### src/pmsmi_defines.svh
`ifndef PMSMI_DEFINES_SVH
`define PMSMI_DEFINES_SVH

// =====================================================================
// clock rates and derived divider counts
`define PMSMI_SYS_CLK_KHZ 20000
`define PMSMI_RATE_10_KHZ 2500
`define PMSMI_RATE_100_KHZ 25000
`define PMSMI_RATE_1000_KHZ 125000
// floor on the half period: the MII transmit round trip needs 6 cycles
`define PMSMI_HALF_MIN 4
// half period in sys_clk cycles, rounded down, never under the floor
`define PMSMI_HALF(khz) ((`PMSMI_SYS_CLK_KHZ / (2 * (khz))) > `PMSMI_HALF_MIN ? \
  (`PMSMI_SYS_CLK_KHZ / (2 * (khz))) : `PMSMI_HALF_MIN)

// =====================================================================
// widths and word layouts
`define PMSMI_CNT_W 8
`define PMSMI_FIFO_DEPTH 16
`define PMSMI_WORD_W 10
// pin bundle and fifo word: [7:0] data, [8] enable or error, [9] error or last
`define PMSMI_BIT_CTL 8
`define PMSMI_BIT_ERR 9
`define PMSMI_WORD_ERR 8
`define PMSMI_WORD_LAST 9

`endif

### src/pmsmi_pkg.sv
package pmsmi_pkg;

  // =====================================================================
  // interface mode and line speed
  typedef enum logic [1:0] {
    PMSMI_MODE_MII = 2'h0,
    PMSMI_MODE_GMII = 2'h1,
    PMSMI_MODE_RGMII = 2'h3
  } pmsmi_mode_t;

  typedef enum logic [1:0] {
    PMSMI_SPD_10 = 2'h0,
    PMSMI_SPD_100 = 2'h1,
    PMSMI_SPD_1000 = 2'h2
  } pmsmi_speed_t;

  // symbol class handed to the line coder
  typedef enum logic [1:0] {
    PMSMI_SYM_IDLE = 2'h0,
    PMSMI_SYM_DATA = 2'h1,
    PMSMI_SYM_INVALID = 2'h2,
    PMSMI_SYM_HALT = 2'h3
  } pmsmi_sym_t;

  // nibble-mode transmit error sequence, gray along data-invalid-halt
  typedef enum logic [1:0] {
    PMSMI_TE_DATA = 2'h0,
    PMSMI_TE_INVALID = 2'h1,
    PMSMI_TE_HALT = 2'h3
  } pmsmi_txerr_t;

  // half period for the selected speed
  function automatic logic [7:0] pmsmi_half(input pmsmi_speed_t spd,
                                            input logic [7:0] h10,
                                            input logic [7:0] h100,
                                            input logic [7:0] h1000);
    case (spd)
      PMSMI_SPD_10: pmsmi_half = h10;
      PMSMI_SPD_100: pmsmi_half = h100;
      default: pmsmi_half = h1000;
    endcase
  endfunction : pmsmi_half

endpackage : pmsmi_pkg

### src/pmsmi_if.sv
`timescale 1ns/1ps
interface pmsmi_if;
  // transmit path, mac to phy
  logic gtx_clk;
  logic tx_clk;
  logic [7:0] txd;
  logic tx_en_ctrl;
  logic tx_er;
  // receive path, phy to mac
  logic rx_clk;
  logic [7:0] rxd;
  logic rx_dv_ctrl;
  logic rx_er;

  modport phy (
    input gtx_clk, txd, tx_en_ctrl, tx_er,
    output tx_clk, rx_clk, rxd, rx_dv_ctrl, rx_er
  );

  modport mac (
    output gtx_clk, txd, tx_en_ctrl, tx_er,
    input tx_clk, rx_clk, rxd, rx_dv_ctrl, rx_er
  );
endinterface : pmsmi_if

### src/pmsmi_phy.sv
`timescale 1ns/1ps
`include "pmsmi_defines.svh"

// =====================================================================
// two-flop synchroniser plus one history stage for edge finding
module pmsmi_sync #(
  parameter int W = 1
) (
  // clock and reset
  input wire logic sys_clk,
  input wire logic rst_b,
  // data
  input wire logic [W-1:0] d,
  output logic [W-1:0] q,
  output logic [W-1:0] q_prev
);
  logic [W-1:0] s1;

  // stage one feeds only stage two
  always_ff @(posedge sys_clk or negedge rst_b) begin
    if (!rst_b) begin
      s1 <= '0;
      q <= '0;
      q_prev <= '0;
    end else begin
      s1 <= d;
      q <= s1;
      q_prev <= q;
    end
  end
endmodule : pmsmi_sync

// =====================================================================
// synchronous fifo
module pmsmi_fifo #(
  parameter int W = `PMSMI_WORD_W,
  parameter int D = `PMSMI_FIFO_DEPTH
) (
  // clock and reset
  input wire logic sys_clk,
  input wire logic rst_b,
  // fill side
  input wire logic [W-1:0] in_data,
  input wire logic in_valid,
  output logic in_ready,
  // drain side
  output logic [W-1:0] out_data,
  output logic out_valid,
  input wire logic out_ready
);
  localparam int AW = $clog2(D);
  logic [W-1:0] mem [D];
  logic [AW-1:0] wr_ptr;
  logic [AW-1:0] rd_ptr;
  logic [AW:0] count;
  logic push;
  logic pop;
  logic [AW:0] next_count;

  // flags are registered so ready is clean toward the source
  assign push = in_valid & in_ready;
  assign pop = out_valid & out_ready;
  assign out_data = mem[rd_ptr];
  assign next_count = count + (AW+1)'(push) - (AW+1)'(pop);

  always_ff @(posedge sys_clk) begin
    if (push) begin
      mem[wr_ptr] <= in_data;
    end
  end

  always_ff @(posedge sys_clk or negedge rst_b) begin
    if (!rst_b) begin
      wr_ptr <= '0;
      rd_ptr <= '0;
      count <= '0;
      in_ready <= 1'b0;
      out_valid <= 1'b0;
    end else begin
      wr_ptr <= push ? AW'(wr_ptr + 1'b1) : wr_ptr;
      rd_ptr <= pop ? AW'(rd_ptr + 1'b1) : rd_ptr;
      count <= next_count;
      in_ready <= next_count < (AW+1)'(D);
      out_valid <= next_count != '0;
    end
  end
endmodule : pmsmi_fifo

// =====================================================================
// physical-layer end of the media interface
module pmsmi_phy
  import pmsmi_pkg::*;
#(
  parameter logic [7:0] HALF_10 = 8'(`PMSMI_HALF(`PMSMI_RATE_10_KHZ)),
  parameter logic [7:0] HALF_100 = 8'(`PMSMI_HALF(`PMSMI_RATE_100_KHZ)),
  parameter logic [7:0] HALF_1000 = 8'(`PMSMI_HALF(`PMSMI_RATE_1000_KHZ))
) (
  // clock and reset
  input wire logic sys_clk,
  input wire logic rst_b,
  // configuration
  input wire pmsmi_mode_t mode,
  input wire pmsmi_speed_t speed,
  // link toward the mac
  pmsmi_if.phy link,
  // transmit symbols toward the line coder
  output logic [7:0] tx_line_data,
  output pmsmi_sym_t tx_line_sym,
  output logic tx_line_nibble,
  output logic tx_line_valid,
  // receive bytes from the line decoder
  input wire logic [7:0] rx_in_data,
  input wire logic rx_in_err,
  input wire logic rx_in_last,
  input wire logic rx_in_valid,
  output logic rx_in_ready
);
  logic [7:0] half;
  logic [7:0] cnt;
  logic tog;
  logic gen_rise;
  logic gen_fall;
  logic g_q;
  logic g_qp;
  logic [`PMSMI_WORD_W-1:0] t_q;
  logic [`PMSMI_WORD_W-1:0] t_qp;
  logic gtx_rise;
  logic gtx_fall;
  logic [`PMSMI_WORD_W-1:0] f_data;
  logic f_valid;
  logic f_pop;
  logic rx_ph;
  logic rx_gap;
  logic [7:0] rx_cur;
  logic rx_cur_vld;
  logic rx_cur_err;
  logic [3:0] tx_lo;
  logic tx_ctl_r;
  pmsmi_txerr_t te_state;
  pmsmi_txerr_t next_te;

  // one divider makes both link clocks; they run in every mode
  assign half = pmsmi_half(speed, HALF_10, HALF_100, HALF_1000);
  assign tog = cnt == 8'(half - 8'h01);
  assign gen_rise = tog & ~link.rx_clk;
  assign gen_fall = tog & link.rx_clk;

  always_ff @(posedge sys_clk or negedge rst_b) begin
    if (!rst_b) begin
      cnt <= '0;
      link.rx_clk <= 1'b0;
      link.tx_clk <= 1'b0;
    end else begin
      cnt <= tog ? 8'h00 : 8'(cnt + 8'h01);
      if (tog) begin
        link.rx_clk <= ~link.rx_clk;
        link.tx_clk <= ~link.rx_clk;
      end
    end
  end

  // =====================================================================
  // receive path: fifo drained at the link beat
  pmsmi_fifo #(.W(`PMSMI_WORD_W), .D(`PMSMI_FIFO_DEPTH)) u_rx_fifo (
    .sys_clk(sys_clk),
    .rst_b(rst_b),
    .in_data({rx_in_last, rx_in_err, rx_in_data}),
    .in_valid(rx_in_valid),
    .in_ready(rx_in_ready),
    .out_data(f_data),
    .out_valid(f_valid),
    .out_ready(f_pop)
  );

  // a byte is taken only on a falling toggle with no nibble pending
  assign f_pop = gen_fall & f_valid & ~rx_gap & ~(mode == PMSMI_MODE_MII && rx_ph);

  // data changes at our falling edge, and in rgmii also at the rising edge, so the mac samples it mid-bit
  always_ff @(posedge sys_clk or negedge rst_b) begin
    if (!rst_b) begin
      link.rxd <= 8'h00;
      link.rx_dv_ctrl <= 1'b0;
      link.rx_er <= 1'b0;
      rx_ph <= 1'b0;
      rx_gap <= 1'b0;
      rx_cur <= 8'h00;
      rx_cur_vld <= 1'b0;
      rx_cur_err <= 1'b0;
    end else if (gen_fall) begin
      if (mode == PMSMI_MODE_MII && rx_ph) begin
        link.rxd <= {4'h0, rx_cur[7:4]};
        rx_ph <= 1'b0;
      end else if (f_pop) begin
        rx_cur <= f_data[7:0];
        rx_cur_vld <= 1'b1;
        rx_cur_err <= f_data[`PMSMI_WORD_ERR];
        rx_gap <= f_data[`PMSMI_WORD_LAST];
        link.rx_dv_ctrl <= 1'b1;
        link.rx_er <= (mode != PMSMI_MODE_RGMII) & f_data[`PMSMI_WORD_ERR];
        rx_ph <= mode == PMSMI_MODE_MII;
        link.rxd <= (mode == PMSMI_MODE_GMII) ? f_data[7:0] : {4'h0, f_data[3:0]};
      end else begin
        // idle beat; a frame end forces one idle beat before the next
        rx_gap <= 1'b0;
        rx_cur_vld <= 1'b0;
        rx_cur_err <= 1'b0;
        link.rx_dv_ctrl <= 1'b0;
        link.rx_er <= 1'b0;
        link.rxd <= 8'h00;
      end
    end else if (gen_rise && mode == PMSMI_MODE_RGMII) begin
      // high nibble before the falling edge
      link.rxd <= {4'h0, rx_cur[7:4]};
      // second half is valid xor error
      link.rx_dv_ctrl <= rx_cur_vld ^ rx_cur_err;
    end
  end

  // =====================================================================
  // transmit path: mac pins pass two flops first
  pmsmi_sync #(.W(1)) u_gtx_sync (
    .sys_clk(sys_clk),
    .rst_b(rst_b),
    .d(link.gtx_clk),
    .q(g_q),
    .q_prev(g_qp)
  );

  pmsmi_sync #(.W(`PMSMI_WORD_W)) u_tx_sync (
    .sys_clk(sys_clk),
    .rst_b(rst_b),
    .d({link.tx_er, link.tx_en_ctrl, link.txd}),
    .q(t_q),
    .q_prev(t_qp)
  );

  // history stage holds the bus as it stood just before the edge
  assign gtx_rise = g_q & ~g_qp;
  assign gtx_fall = ~g_q & g_qp;

  // error nibbles: one invalid, then halt until released
  always_comb begin
    if (!t_q[`PMSMI_BIT_CTL] || !t_q[`PMSMI_BIT_ERR]) begin
      next_te = PMSMI_TE_DATA;
    end else begin
      case (te_state)
        PMSMI_TE_DATA: next_te = PMSMI_TE_INVALID;
        PMSMI_TE_INVALID: next_te = PMSMI_TE_HALT;
        PMSMI_TE_HALT: next_te = PMSMI_TE_HALT;
        default: next_te = PMSMI_TE_DATA;
      endcase
    end
  end

  always_ff @(posedge sys_clk or negedge rst_b) begin
    if (!rst_b) begin
      te_state <= PMSMI_TE_DATA;
    end else if (gen_rise && mode == PMSMI_MODE_MII) begin
      te_state <= next_te;
    end
  end

  // sample transmit data on its clock
  always_ff @(posedge sys_clk or negedge rst_b) begin
    if (!rst_b) begin
      tx_line_data <= 8'h00;
      tx_line_sym <= PMSMI_SYM_IDLE;
      tx_line_nibble <= 1'b0;
      tx_line_valid <= 1'b0;
      tx_lo <= 4'h0;
      tx_ctl_r <= 1'b0;
    end else begin
      tx_line_valid <= 1'b0;
      case (mode)
        PMSMI_MODE_MII: begin
          // our own tx_clk rising; mac drove after the previous one
          if (gen_rise && t_q[`PMSMI_BIT_CTL]) begin
            tx_line_valid <= 1'b1;
            tx_line_nibble <= 1'b1;
            tx_line_data <= {4'h0, t_q[3:0]};
            case (next_te)
              PMSMI_TE_INVALID: tx_line_sym <= PMSMI_SYM_INVALID;
              PMSMI_TE_HALT: tx_line_sym <= PMSMI_SYM_HALT;
              default: tx_line_sym <= PMSMI_SYM_DATA;
            endcase
          end
        end
        PMSMI_MODE_GMII: begin
          // error byte becomes an invalid code-group
          if (gtx_rise && t_qp[`PMSMI_BIT_CTL]) begin
            tx_line_valid <= 1'b1;
            tx_line_nibble <= 1'b0;
            tx_line_data <= t_qp[7:0];
            tx_line_sym <= t_qp[`PMSMI_BIT_ERR] ? PMSMI_SYM_INVALID : PMSMI_SYM_DATA;
          end
        end
        default: begin
          if (gtx_rise) begin
            tx_lo <= t_qp[3:0];
            tx_ctl_r <= t_qp[`PMSMI_BIT_CTL];
          end else if (gtx_fall && tx_ctl_r) begin
            tx_line_valid <= 1'b1;
            tx_line_nibble <= 1'b0;
            tx_line_data <= {t_qp[3:0], tx_lo};
            tx_line_sym <= (tx_ctl_r ^ t_qp[`PMSMI_BIT_CTL]) ? PMSMI_SYM_INVALID
                                                               : PMSMI_SYM_DATA;
          end
        end
      endcase
    end
  end
endmodule : pmsmi_phy

### src/flat_wrapper.sv
// flat-port wrapper written by rule: the top's interface ports become plain ports
module pmsmi_phy_flat import pmsmi_pkg::*;
#(
  parameter logic [7:0] HALF_10 = 8'(`PMSMI_HALF(`PMSMI_RATE_10_KHZ)),
  parameter logic [7:0] HALF_100 = 8'(`PMSMI_HALF(`PMSMI_RATE_100_KHZ)),
  parameter logic [7:0] HALF_1000 = 8'(`PMSMI_HALF(`PMSMI_RATE_1000_KHZ))
)
  (sys_clk, rst_b, mode, speed, tx_line_data, tx_line_sym, tx_line_nibble, tx_line_valid, rx_in_data, rx_in_err, rx_in_last, rx_in_valid, rx_in_ready, link_gtx_clk, link_txd, link_tx_en_ctrl, link_tx_er, link_tx_clk, link_rx_clk, link_rxd, link_rx_dv_ctrl, link_rx_er);
  pmsmi_if link_i ();
  input wire logic sys_clk;
  input wire logic rst_b;
  input wire pmsmi_mode_t mode;
  input wire pmsmi_speed_t speed;
  output logic [7:0] tx_line_data;
  output pmsmi_sym_t tx_line_sym;
  output logic tx_line_nibble;
  output logic tx_line_valid;
  input wire logic [7:0] rx_in_data;
  input wire logic rx_in_err;
  input wire logic rx_in_last;
  input wire logic rx_in_valid;
  output logic rx_in_ready;
  input wire logic [$bits(link_i.gtx_clk)-1:0] link_gtx_clk;
  input wire logic [$bits(link_i.txd)-1:0] link_txd;
  input wire logic [$bits(link_i.tx_en_ctrl)-1:0] link_tx_en_ctrl;
  input wire logic [$bits(link_i.tx_er)-1:0] link_tx_er;
  output wire logic [$bits(link_i.tx_clk)-1:0] link_tx_clk;
  output wire logic [$bits(link_i.rx_clk)-1:0] link_rx_clk;
  output wire logic [$bits(link_i.rxd)-1:0] link_rxd;
  output wire logic [$bits(link_i.rx_dv_ctrl)-1:0] link_rx_dv_ctrl;
  output wire logic [$bits(link_i.rx_er)-1:0] link_rx_er;
  assign link_i.gtx_clk = link_gtx_clk;
  assign link_i.txd = link_txd;
  assign link_i.tx_en_ctrl = link_tx_en_ctrl;
  assign link_i.tx_er = link_tx_er;
  assign link_tx_clk = link_i.tx_clk;
  assign link_rx_clk = link_i.rx_clk;
  assign link_rxd = link_i.rxd;
  assign link_rx_dv_ctrl = link_i.rx_dv_ctrl;
  assign link_rx_er = link_i.rx_er;
  pmsmi_phy #(.HALF_10(HALF_10), .HALF_100(HALF_100), .HALF_1000(HALF_1000)) u_core (.sys_clk(sys_clk), .rst_b(rst_b), .mode(mode), .speed(speed), .link(link_i), .tx_line_data(tx_line_data), .tx_line_sym(tx_line_sym), .tx_line_nibble(tx_line_nibble), .tx_line_valid(tx_line_valid), .rx_in_data(rx_in_data), .rx_in_err(rx_in_err), .rx_in_last(rx_in_last), .rx_in_valid(rx_in_valid), .rx_in_ready(rx_in_ready));
endmodule
### config.mk
export PLATFORM = sky130hd
export DESIGN_NAME = pmsmi_phy_flat
export DESIGN_NICKNAME = d
export VERILOG_FILES = /design/src/pmsmi_pkg.sv /design/src/pmsmi_if.sv /design/src/pmsmi_phy.sv /design/src/flat_wrapper.sv
export VERILOG_INCLUDE_DIRS = /design/src
export SDC_FILE = /design/constraint.sdc
export NUM_CORES = 1
export LEC_CHECK = 0
export BUFFER_PORTS_ARGS = -buffer_cell sky130_fd_sc_hd__buf_2
export CAP_MARGIN = 5
export CORE_MARGIN = 5
export CORE_UTILIZATION = 28
export DETAILED_ROUTE_END_ITERATION = 10
export SETUP_SLACK_MARGIN = 0.15
export SLEW_MARGIN = 30
export SYNTH_ARGS = -nofsm -noshare
export SYNTH_HDL_FRONTEND = slang
export SYNTH_HIERARCHICAL = 1
export SYNTH_SLANG_ARGS = --single-unit
### constraint.sdc
create_clock -name sys_clk -period 2.9 [get_ports sys_clk]
set_input_delay 0.435 -clock sys_clk [delete_from_list [all_inputs] [get_ports sys_clk]]
set_output_delay 0.435 -clock sys_clk [all_outputs]
set_load 0.03 [all_outputs]
=== Word-level counts from Yosys, hierarchy flattened ===
Memory sizes are Yosys's and may differ from the RTL's.
Cells that the tools add are included.

* Bits in registers: 98
* Memory bits (writable): 160
* Input bits: 28
* Output and inout bits: 25
* Logic and storage cells: 130
* Memories kept: 1

* $add $sub $neg: 5
* $lt $le $gt $ge: 1
* Eq/ne operators: 12
* Mux-type cells: 42
* Bitwise gates (word level): 18
* Reductions and logical operators: 23

{| class="wikitable"
|+ Memory list
! name !! depth !! bits a word !! rd ports !! clocked after memory_dff !! wr ports !! RTL line !! text
|-
| u_core.u_rx_fifo.mem || 16 || 10 || 1 || 0 || 1 || pmsmi_phy.sv:52 || <nowiki>logic [W-1:0] mem [D];</nowiki>
|}

{| class="wikitable"
|+ Operator list
! kind !! number
|-
| 8-bit two-way mux || 10
|-
| 1-bit two-way mux || 19
|-
| 8-bit case mux with 2 select lines || 1
|-
| 2-bit two-way mux || 7
|-
| 2-bit case mux with 2 select lines || 3
|-
| 1-bit bitwise AND || 10
|-
| 4-bit by 1-bit adder with 4-bit output (second input constant) || 2
|-
| 8-bit by 1-bit adder with 8-bit output (second input constant) || 1
|-
| 8-bit by 2-bit == test with 1-bit output (second input constant) || 1
|-
| 2-bit != test (second input constant) || 4
|-
| 2-bit AND reduction || 4
|-
| 2-bit by 1-bit == test with 1-bit output (second input constant) || 3
|-
| 2-bit == test (second input constant) || 3
|-
| 1-bit logical AND || 6
|-
| 1-bit NOT || 6
|-
| 5-bit by 1-bit adder with 5-bit output || 1
|-
| 5-bit less-than comparator (second input constant) || 1
|-
| 5-bit nonzero test || 1
|-
| 5-bit by 1-bit subtractor with 5-bit output || 1
|-
| 2-bit logical NOT || 2
|-
| 1-bit case mux with 2 select lines || 2
|-
| 4-bit AND reduction || 1
|-
| 2-bit nonzero test || 2
|-
| 2-bit OR reduction || 2
|-
| other kinds (6) || 8
|}

=== Logic depth before layout (Yosys ltp) ===
Gate-level depths: netlist of run 1.

* Word-level depth: 8
* Mapped depth: 15
* Gate-level depth less buffers: 14

=== Cells and area by module ===
The synthesis of run 1 kept the hierarchy.

{| class="wikitable"
|+ By module, submodules not included
! module !! instances !! cells an instance !! area each (sq um) !! seq. area each (sq um)
|-
| pmsmi_fifo || 1 || 332 || 6,979.2 || 5,180.0
|-
| pmsmi_phy || 1 || 184 || 2,147.1 || 1,151.1
|-
| pmsmi_sync at u_core.u_tx_sync || 1 || 30 || 750.7 || 750.7
|-
| pmsmi_sync at u_core.u_gtx_sync || 1 || 3 || 75.1 || 75.1
|}

=== Worst setup path before layout of run 1 ===
No wires, ideal clock.

* Path type: reg2reg
* Start point: register u_core.cnt[0]
* End point: register u_core.u_rx_fifo.out_valid
* Setup time: 0.072 ns
* Arrival time: 3.046 ns
* Required time: 2.828 ns
* Setup slack: -0.218 ns
* Stages on the path, launching flop included: 16
* Path buffers: 1
* Period minus slack after synthesis: 3.118 ns
* Cell sequence: dfrtp_1 ha_1 nor4b_1 nand2_1 nor3_1 and2_1 clkbuf_1 ha_1 inv_1 ha_1 inv_1 fa_1 nor2b_1 o21ai_0 a21oi_1 nand4b_1

* Cells in the longest elaborated chain, start to end: 8

{| class="wikitable"
|+ RTL lines
! what !! RTL line !! text
|-
| start: declaration || pmsmi_phy.sv:119 || <nowiki>logic [7:0] cnt;</nowiki>
|-
| start signal: assignment || pmsmi_phy.sv:154 || <nowiki>cnt <= tog ? 8'h00 : 8'(cnt + 8'h01);</nowiki>
|-
| 8-bit by 2-bit == test with 1-bit output || pmsmi_phy.sv:144 || <nowiki>assign tog = cnt == 8'(half - 8'h01);</nowiki>
|-
| 1-bit bitwise AND || pmsmi_phy.sv:146 || <nowiki>assign gen_fall = tog & link.rx_clk;</nowiki>
|-
| 1-bit bitwise AND (3 in series) || pmsmi_phy.sv:176 || <nowiki>assign f_pop = gen_fall & f_valid & ~rx_gap & ~(mode == PMSMI_MODE_MII && rx_ph);</nowiki>
|-
| named net u_core.f_pop || pmsmi_phy.sv:131 || <nowiki>logic f_pop;</nowiki>
|-
| 1-bit bitwise AND || pmsmi_phy.sv:62 || <nowiki>assign pop = out_valid & out_ready;</nowiki>
|-
| named net u_core.u_rx_fifo.pop || pmsmi_phy.sv:57 || <nowiki>logic pop;</nowiki>
|-
| 5-bit by 1-bit subtractor with 5-bit output || pmsmi_phy.sv:64 || <nowiki>assign next_count = count + (AW+1)'(push) - (AW+1)'(pop);</nowiki>
|-
| 5-bit nonzero test || pmsmi_phy.sv:84 || <nowiki>out_valid <= next_count != '0;</nowiki>
|-
| end signal: assignment || pmsmi_phy.sv:78 || <nowiki>out_valid <= 1'b0;</nowiki>
|-
| end signal: assignment || pmsmi_phy.sv:84 ||
|-
| end: declaration || pmsmi_phy.sv:48 || <nowiki>output logic out_valid,</nowiki>
|}

The timed path passes the listed nets, and every way through them passes these cells.
A chain may end at the register's enable or synchronous reset.

=== Final worst setup path of run 1 ===
* Start point: register u_core.cnt[0]
* End point: register u_core.u_rx_fifo.out_valid

* Cells in the longest elaborated chain, start to end: 8

{| class="wikitable"
|+ RTL lines
! what !! RTL line
|-
| 8-bit by 2-bit == test with 1-bit output || pmsmi_phy.sv:144
|-
| 1-bit bitwise AND || pmsmi_phy.sv:146
|-
| 1-bit bitwise AND (3 in series) || pmsmi_phy.sv:176
|-
| named net u_core.f_pop || pmsmi_phy.sv:131
|-
| 1-bit bitwise AND || pmsmi_phy.sv:62
|-
| 5-bit by 1-bit subtractor with 5-bit output || pmsmi_phy.sv:64
|-
| 5-bit nonzero test || pmsmi_phy.sv:84
|}

The timed path passes the listed nets, and every way through them passes these cells.

==> results of run 1 <==
-- power groups by stage --
stage          clock network, mW  registers, mW  logic, mW
2_1_floorplan                  0           4.80       1.73
3_3_place_gp                   0           4.62       2.64
3_5_place_dp                   0           4.63       2.66
4_1_cts                     3.42           4.56       2.68
5_1_grt                     3.58           4.61       2.98
6_report                    3.31           4.56       2.70
-- sequential cells by signal, indices dropped and copies added, names as in the netlist, 2 cells and up --
register                 flops
u_core/u_tx_sync/q_prev     10
u_core/u_tx_sync/s1         10
u_core/tx_line_sym           2
u_core/te_state              2
u_core/cnt                   8
u_core/tx_line_data          8
u_core/u_rx_fifo/wr_ptr      4
u_core/u_rx_fifo/mem       160
u_core/tx_lo                 4
u_core/link.rxd              8
u_core/u_rx_fifo/rd_ptr      4
u_core/u_tx_sync/q          10
u_core/rx_cur                4
u_core/u_rx_fifo/count       5
-- cell usage in the layout, fill, tap and decap left out, types with 12 or more instances in the layout --
master     count
clkbuf_16     28
mux4_1        18
buf_2         49
nand2_1       27
buf_4         21
a22oi_1       20
mux4_2        22
edfxtp_1     160
mux2_2        20
nor2_1        12
dfrtp_1       92
and2_1        14
xnor2_1       15
-- through the flow --
step | utilization [%] | instance area, sq um | instances
floorplan | - | 9995 | 549
global route | 33.59 | 11860 | 1121
finish | 33.59 | 11860 | 1121
global placement | 30.64 | 10820 | 1057
detailed placement | 30.64 | 10820 | 1057
CTS | 33.43 | 11800 | 1118
-- final timing paths --
path / start / end / slack, ps / depth (start not counted)
setup reg to reg: u_core/cnt[0] / u_core/u_rx_fifo/out_valid / 260 / 14
setup / recovery: u_core/cnt[0] / u_core/u_rx_fifo/out_valid / 260 / 14
max in group asynchronous: rst_b / u_core/u_tx_sync/q[6] / 1790 / 3
hold reg to reg: u_core/u_tx_sync/q[5] / u_core/u_tx_sync/q_prev[5] / 340 / 0
hold / removal: link_gtx_clk / u_core/u_gtx_sync/s1 / 30 / 1
min in group asynchronous: rst_b / u_core/tx_line_data[1] / 470 / 2
-- what timing repair did --
action	4_1_cts	5_1_grt
setup endpoints to repair	3	3
resized for setup	2	10
hold buffers	10	1
buffers inserted	2	2
pin swaps	2	9
hold endpoints to repair	10	72
-- routing by layer --
metal	vias up	part of all wire (%)	global-route usage, %
li1	2316	-	-
met1	2564	45	13.87
met2	91	48	15.97
met3	21	5.1	1.694
met4	0	1.8	2.736
met5	-	0	0
-- cell type report --
class | count | area [sq um]
fill | 3354 | 23450
sequential | 254 | 7159
multi-input combinational | 259 | 2640
clock buffer | 34 | 723.2
tap | 461 | 576.8
timing repair buffer | 84 | 564.3
clock inverter | 15 | 142.6
inverter | 14 | 55.05
-- cell families (layout without fill, tap and decap cells) --
group / Yosys count / in the layout
and+or+nand+nor: 105 / 105
AOI/OAI and AO/OA: 60 / 60
xor gates and xnor gates: 17 / 17
adders and majority gates: 12 / 12
DFF: 254 / 254
muxes: 65 / 65
buffers and inverters: 36 / 147
-- critical path, delay by kind of cell, from the launching register on --
| kind | cells | cell delay, ps |
|---|---|---|
| AOI/OAI and AO/OA | 1 | 80 |
| DFF | 1 | 350 |
| and+or+nand+nor | 7 | 1110 |
| buffers and inverters | 2 | 80 |
| adders and majority gates | 4 | 870 |
==> results.yml, run 1 <==
synth:
  muxShareOfSynthArea_pct: 12.50
  syn-instance-count: 549
  yosysMostFrequentCell: "edfxtp_1"
  synth-simple-area-share_pct: 5.909
  synth_area_leaders: "edfxtp_1, dfrtp_1, mux4_2"
  ys_types: 53
  syn-cell-area_sq_mm: 0.009952
  yosys.area_share.adder_pct: 1.584
  synth_top_family_by_area: "multiplexers"
  netlist_top_cells_count: "edfxtp_1, dfrtp_1, nand2_1, mux4_2"
  synth_compound_area_share_pct: 4.363
  synthArstFlopShare_pct: 37.01
  synth_edf_count: 160
  ys_warn_count: 6
  synth_xor_xnor_area_share_pct: 1.496
  yosysTopAreaCellShare_pct: 48.28
  ys_seq_elements: 254
  synth_largest_area_cell: "edfxtp_1"
  ys.flop_type: "edfxtp_1"
  synth_seq_area_share_pct: 71.91
  avgSynthCellArea_sq_um: 18.13
  syn-num-nets: 589
floorplan:
  core_area_sq_mm: 0.03531
  ioPinCount: 53
  die-area_sq_mm: 0.03941
  start_util_pct: 28.18
  std_cell_rows: 69
  die_h_microns: 198.5
  die_w_microns: 198.5
route:
  drc: 0
  wl_per_cell_microns: 17.15
  drt_iter0_drc: 295
  drtAntennaViolNets: 0
  dr.pass1.iters: 4
  vias: 4992
  vias_per_cell: 4.453
  drt_wl_total_microns: 19220
power:
  power.leakage_nw: 4.397
  power_frac_clock_pct: 31.3
  p_sw_mw: 3.105
  p_seq_share_pct: 43.1
  p_int_mw: 7.466
  powerDensity_mw_per_mm2: 891.2
  fin_total_pwr_mw: 10.57
  switching_share_pct: 29.37
  pwr-share-comb_pct: 25.6
  ir_drop_v: 0.0004524
placement:
  gp_congestion: 0.7414
  place_hpwl_microns: 12090
  post-place-ws_ps: 126.3
  portBuffers: 50
sta:
  drv_slew: 0
  finalClockSkew_ps: 16.18
  max_slew.worst_pin.slew_ps: 674.0
  period_share_pct: 90.96
  finalHoldViolations: 0
  fmax_mhz: 379.1
  setup_viol: 0
  rsz0062_at_grt: "yes"
  max_slew_margin_pct: 55.06
  layout_setup_ws_ps: 262.1
  finalSetupTns_ps: 0
  min_period_ps: 2638
  fin_hold_ws_ps: 34.22
final_layout:
  fin_nets: 680
  area_growth_pct: 19.19
  drive_gt1_share_pct: 27.27
  diodes: 0
grt:
  antenna_found_initial: 0
  grt_pass1_vias: 5294
  grtUsageTotal_pct: 9.873
  grt_pass1_wl_microns: 30590
  grt_overflow: 0
  grt_max_degree: 75
critical_path:
  slowest_delay_ps: 360
  required_ps: 3290
  start_kind: "flop"
  worstPathCellList: "ha_2 > nor4b_4 > nand2_2 > nor3_2 > and2_4 > ha_4 > inv_4 > ha_4 > inv_2 > fa_2 > nor2b_1 > o21ai_2 > nand3_1 > nand4b_1"
  path_class: "reg2reg"
  cp.arrival_ps: 3030
  end_kind: "flop"
  crit_top_cell: "ha_4"
  crit_path_top_delay_cell: "fa_2"
  cp_max_fo: 3
clock_tree:
  cts_buffer_depth: 3
  cts_tree: "built"
  cts_root_buffer: "clkbuf_16"
  htree_levels: 1
  clk_pin_slew_ps: 60
  clock_sinks: 254
  clock_latency_ps: 540
  cts_buffers: 27
hold_path:
  hold_class: "in2reg"
outcome:
  status: "finished clean"
flow_run:
  cap_violations: 0
(Power assumes the default switching activity.)
==> run 2: changes to the inputs <==
CORE_MARGIN = 2   (was 5)
==> results.yml, run 2 (synthesized netlist as in run 1, its figures left out) <==
route:
  dr.pass1.iters: 4
  drt_iter0_drc: 309
  vias_per_cell: 4.515
  vias: 5079
  drtAntennaViolNets: 0
  drt_wl_total_microns: 19710
  wl_per_cell_microns: 17.52
  drc: 0
critical_path:
  crit_top_cell: "inv_2"
  worst-path-buf-inv: 3
  slowest_delay_ps: 520
  cp.arrival_ps: 3080
  start_kind: "flop"
  required_ps: 3310
  path_class: "reg2reg"
  end_kind: "flop"
  path_delay_family: "simple AND/OR/NAND/NOR gates"
  crit_path_top_delay_cell: "fa_2"
  worstPathCellList: "ha_2 > nor4b_4 > nand2_2 > nor3_4 > and2_4 > ha_4 > inv_2 > ha_4 > inv_2 > fa_2 > inv_2 > nor3_2 > nand4b_1"
  cp_max_fo: 3
sta:
  min_period_ps: 2667
  period_share_pct: 91.98
  finalClockSkew_ps: 15.83
  fmax_mhz: 374.9
  fin_hold_ws_ps: 193.4
  max_slew.worst_pin.slew_ps: 663.9
  drv_slew: 0
  finalHoldViolations: 0
  setup_viol: 0
  max_slew_margin_pct: 55.74
  finalSetupTns_ps: 0
  rsz0062_at_grt: "yes"
final_layout:
  final_common_cell: "edfxtp_1"
  drive_gt1_share_pct: 27.86
  fillers: 3346
  area_growth_pct: 19.79
  largest_reg_flops: 160
  diodes: 0
  max_flop_register: "u_core/u_rx_fifo/mem"
  most-common-layout-cells: "edfxtp_1, dfrtp_1, buf_2, clkbuf_16, nand2_1"
  fin_nets: 684
grt:
  grt_overflow: 0
  grt_pass1_wl_microns: 30620
  grt_max_degree: 49
  grtUsageTotal_pct: 10.81
  grt_pass1_vias: 5175
  antenna_found_initial: 0
outcome:
  status: "finished clean"
power:
  ir_drop_v: 0.0004530
  power.leakage_nw: 4.432
  powerDensity_mw_per_mm2: 894.5
clock_tree:
  clock_sinks: 254
  cts_buffer_depth: 3
  cts_buffers: 27
  clock_latency_ps: 550
  cts_root_buffer: "clkbuf_16"
  clk_pin_slew_ps: 60
  cts_tree: "built"
  htree_levels: 1
placement:
  gp_congestion: 0.7238
  portBuffers: 50
  place_hpwl_microns: 12210
floorplan:
  start_util_pct: 28.18
  die_w_microns: 192.5
  die-area_sq_mm: 0.03707
  std_cell_rows: 69
  ioPinCount: 53
  die_h_microns: 192.5
  core_area_sq_mm: 0.03531
hold_path:
  hold_class: "in2reg"
flow_run:
  cap_violations: 0
[run 2: cell count changes in the layout (fill, tap and decap cells not counted), moves of 2 or more]
cell | previous run | this run
buf_4 | 21 | 23
clkbuf_8 | 0 | 2
clkbuf_1 | 6 | 3
nor2b_2 | 0 | 2
nor2b_1 | 9 | 7
buf_12 | 2 | 4
clkinv_1 | 5 | 7
[run 2: worst reg2reg max path: stages (launching register included)]
cell	delay, ps
dfrtp_1	360
ha_2	180
nor4b_4	240
nand2_2	120
nor3_4	210
and2_4	180
ha_4	190
inv_2	60
ha_4	120
inv_2	30
fa_2	520
inv_2	40
nor3_2	180
nand4b_1	100
[run 2: metal layers]
metal / global-route usage (%) / part of all wire, %
met5: 0 / 0
met4: 3.112 / 1.8
met3: 2.109 / 4.6
met2: 17.35 / 48
met1: 14.91 / 46
[run 2: layout make-up]
class | instances | area [sq um] | area share (%)
Clock buffer | 32 | 714.4 | 5.993
Tap cell | 461 | 576.8 | 4.838
Inverter | 14 | 52.55 | 0.4408
Clock inverter | 17 | 150.1 | 1.259
Timing Repair Buffer | 88 | 618.1 | 5.185
Multi-Input combinational cell | 259 | 2651 | 22.24
Sequential cell | 254 | 7158 | 60.04
[run 2: final timing paths]
path | from | end | slack [ps] | depth (start not counted)
max | u_core/cnt[1] | u_core/u_rx_fifo/out_valid | 230 | 13
min | rx_in_valid | u_core/u_rx_fifo/wr_ptr[2] | 190 | 3
max reg2reg | u_core/cnt[1] | u_core/u_rx_fifo/out_valid | 230 | 13
min reg2reg | u_core/u_tx_sync/s1[0] | u_core/u_tx_sync/q[0] | 340 | 0
max in group asynchronous | rst_b | u_core/link.rx_er | 1840 | 3
min in group asynchronous | rst_b | u_core/tx_line_data[6] | 450 | 2
[run 2: power by group]
| part | leakage, nW | total, mW | internal [mW] | switching [mW] |
|---|---|---|---|---|
| clock | 0.425 | 3.33 | 1.94 | 1.39 |
| sequential | 2.58 | 4.60 | 4.32 | 0.281 |
| combinational | 1.42 | 2.73 | 1.22 | 1.50 |
| total | 4.43 | 10.7 | 7.49 | 3.18 |
[run 2: what timing repair did]
action / 4_1_cts / 5_1_grt
setup buffers: 0 / 3
hold endpoints to repair: 57 / 0
pin swaps: 1 / 7
gates resized for setup: 2 / 11
endpoints found under the setup margin: 3 / 3
gates cloned: 0 / 0
hold buffers: 12 / 0
[run 2: through the flow]
step	cells	utilization, %	worst slack (ps)	power [mW]	area, sq um
floorplan	549	-	164.8	6.528	9995
global route	1125	33.76	72.52	11.22	11920
finish	1125	33.76	232.6	10.66	11920
detailed placement	1061	30.79	80.18	7.351	10870
global placement	1061	30.79	72.56	7.308	10870
CTS	1122	33.60	162.6	10.72	11870
==> run 3: changes to the inputs <==
ABC_AREA = 1   (was not set)
==> results.yml, run 3 <==
clock_tree:
  cts_buffers: 27
  htree_levels: 1
  clock_sinks: 254
  clk_pin_slew_ps: 60
  cts_buffer_depth: 3
  clock_latency_ps: 530
  cts_root_buffer: "clkbuf_16"
  cts_tree: "built"
power:
  ir_drop_v: 0.0005005
  fin_total_pwr_mw: 11.31
  power.leakage_nw: 5.820
  powerDensity_mw_per_mm2: 880.9
final_layout:
  fillers: 3873
  most-common-layout-cells: "nand2_1, inv_1, edfxtp_1, nand3_1, dfrtp_1"
  area_growth_pct: 18.52
  instances_no_fill: 1671
  fin_area_sq_mm: 0.01283
  fin_nets: 1176
  drive_gt1_share_pct: 14.14
  diodes: 0
  final_common_cell: "nand2_1"
  fin_util_pct: 33.44
  largest_reg_flops: 160
  max_flop_register: "u_core/u_rx_fifo/mem"
grt:
  grt_pass1_wl_microns: 36850
  grt_pass1_vias: 6775
  grtUsageTotal_pct: 11.38
  grt_overflow: 0
  antenna_found_initial: 1
  grt_max_degree: 83
sta:
  fin_hold_ws_ps: -26.75
  drv_slew: 0
  fmax_mhz: 385.2
  finalSetupTns_ps: 0
  layout_setup_ws_ps: 303.9
  finalHoldViolations: 18
  finalClockSkew_ps: 12.36
  min_period_ps: 2596
  max_slew.worst_pin.slew_ps: 899.2
  rsz0062_at_grt: "no"
  period_share_pct: 89.52
  max_slew_margin_pct: 39.99
  setup_viol: 0
placement:
  post-place-ws_ps: 143.9
  placed_cell_area_sq_mm: 0.01175
  place_hpwl_microns: 14160
  gp_congestion: 0.7569
  placedCellCount: 1615
  portBuffers: 50
route:
  routed.top_layer: "met5"
  drt_wl_total_microns: 22980
  dr.pass1.iters: 5
  drc: 0
  drtAntennaViolNets: 0
  drt_iter0_drc: 460
  vias_per_cell: 4.206
  wl_per_cell_microns: 13.75
  vias: 7028
  wl_met3_microns: 944
  wl_met1_microns: 10570
  dr_wl_met2_microns: 10950
critical_path:
  end_kind: "flop"
  required_ps: 3300
  cp.arrival_ps: 2990
  slowest_delay_ps: 510
  crit_path_top_delay_cell: "fa_2"
  path_class: "reg2reg"
  worstPathCellList: "nor2_2 > nand2_2 > nor2_8 > nand3_4 > nor2_8 > nand2_2 > inv_2 > ha_1 > inv_1 > ha_1 > inv_1 > fa_2 > inv_1 > nor3_2 > nand3_1"
  cp_max_fo: 4
  crit_top_cell: "inv_1"
  start_kind: "flop"
floorplan:
  core_area_sq_mm: 0.03838
  std_cell_rows: 72
  die_h_microns: 200.7
  start_util_pct: 28.21
  die-area_sq_mm: 0.04026
  ioPinCount: 53
  die_w_microns: 200.7
synth:
  ys.flop_type: "edfxtp_1"
  syn-instance-count: 1051
  ys_types: 35
  synth_edf_count: 160
  ys_warn_count: 6
  yosysTopAreaCellShare_pct: 44.37
  avgSynthCellArea_sq_um: 10.30
  yosysMostFrequentCell: "nand2_1"
  synth_seq_area_share_pct: 66.10
  ys_seq_elements: 254
  netlist_top_cells_count: "nand2_1, inv_1, edfxtp_1, nand3_1, dfrtp_1"
  syn-num-nets: 1091
  synthArstFlopShare_pct: 37.01
  syn-cell-area_sq_mm: 0.01083
  synth_area_leaders: "edfxtp_1, dfrtp_1, nand2_1"
  synth_largest_area_cell: "edfxtp_1"
outcome:
  status: "complete, but fails checks"
  violations: "hold timing"
flow_run:
  cap_violations: 0
hold_path:
  hold_class: "in2async"
-- run 3: final timing paths --
kind | from | end | slack [ps] | cells past startpoint
worst max-delay path | u_core/cnt[5] | u_core/u_rx_fifo/out_valid | 300 | 15
worst min-delay path | rst_b | u_core/tx_line_valid | -30 | 1
worst max register to register | u_core/cnt[5] | u_core/u_rx_fifo/out_valid | 300 | 15
worst min register to register | u_core/u_tx_sync/q[7] | u_core/u_tx_sync/q_prev[7] | 340 | 0
max in group asynchronous | rst_b | u_core/u_gtx_sync/s1 | 2160 | 2
min in group sys_clk | link_txd[3] | u_core/u_tx_sync/s1[3] | 30 | 1
-- run 3: per-layer routing --
metal / GRT usage [%] / vias to the layer above
met5: 0 / -
met2: 19.10 / 121
li1: - / 3516
met3: 1.818 / 40
met4: 3.201 / 2
met1: 15.27 / 3349
-- run 3: worst max-delay path: cells and delay by family (launching register included) --
kind,cells,cell delay [ps]
flops,1,430
buf+inv,4,250
simple gates,8,890
fa+ha+maj,3,890
-- run 3: power breakdown --
part	internal (mW)	switching, mW
Clock	2.27	1.38
Sequential	4.27	0.200
Combinational	0.986	2.20
-- run 3: kinds of logic after synthesis --
logic type	after synthesis	share of synthesized area, %
muxes	1	0.1040
and+or+nand+nor	512	20.49
adders and majority gates	12	1.456
buffers and inverters	216	8.516
DFF	254	66.10
xor gates and xnor gates	13	1.052
AOI/OAI and AO/OA	43	2.288
-- run 3: cell type report --
type | instances | area, sq um | area share [%]
multi-input cells | 581 | 2786 | 21.71
repair buffers | 93 | 610.6 | 4.758
inverters | 179 | 676.9 | 5.274
flip-flops and latches | 254 | 7159 | 55.79
clock inverters | 12 | 207.7 | 1.618
well taps | 518 | 648.1 | 5.050
clock buffers | 34 | 744.5 | 5.801
-- run 3: repair_timing --
action                                 4_1_cts  5_1_grt
buffers inserted                             0        1
hold buffers                                 7        2
gates resized for setup                      1        8
endpoints found under the hold margin        7        2
pin swaps                                    0        3
setup endpoints to repair                    1        3
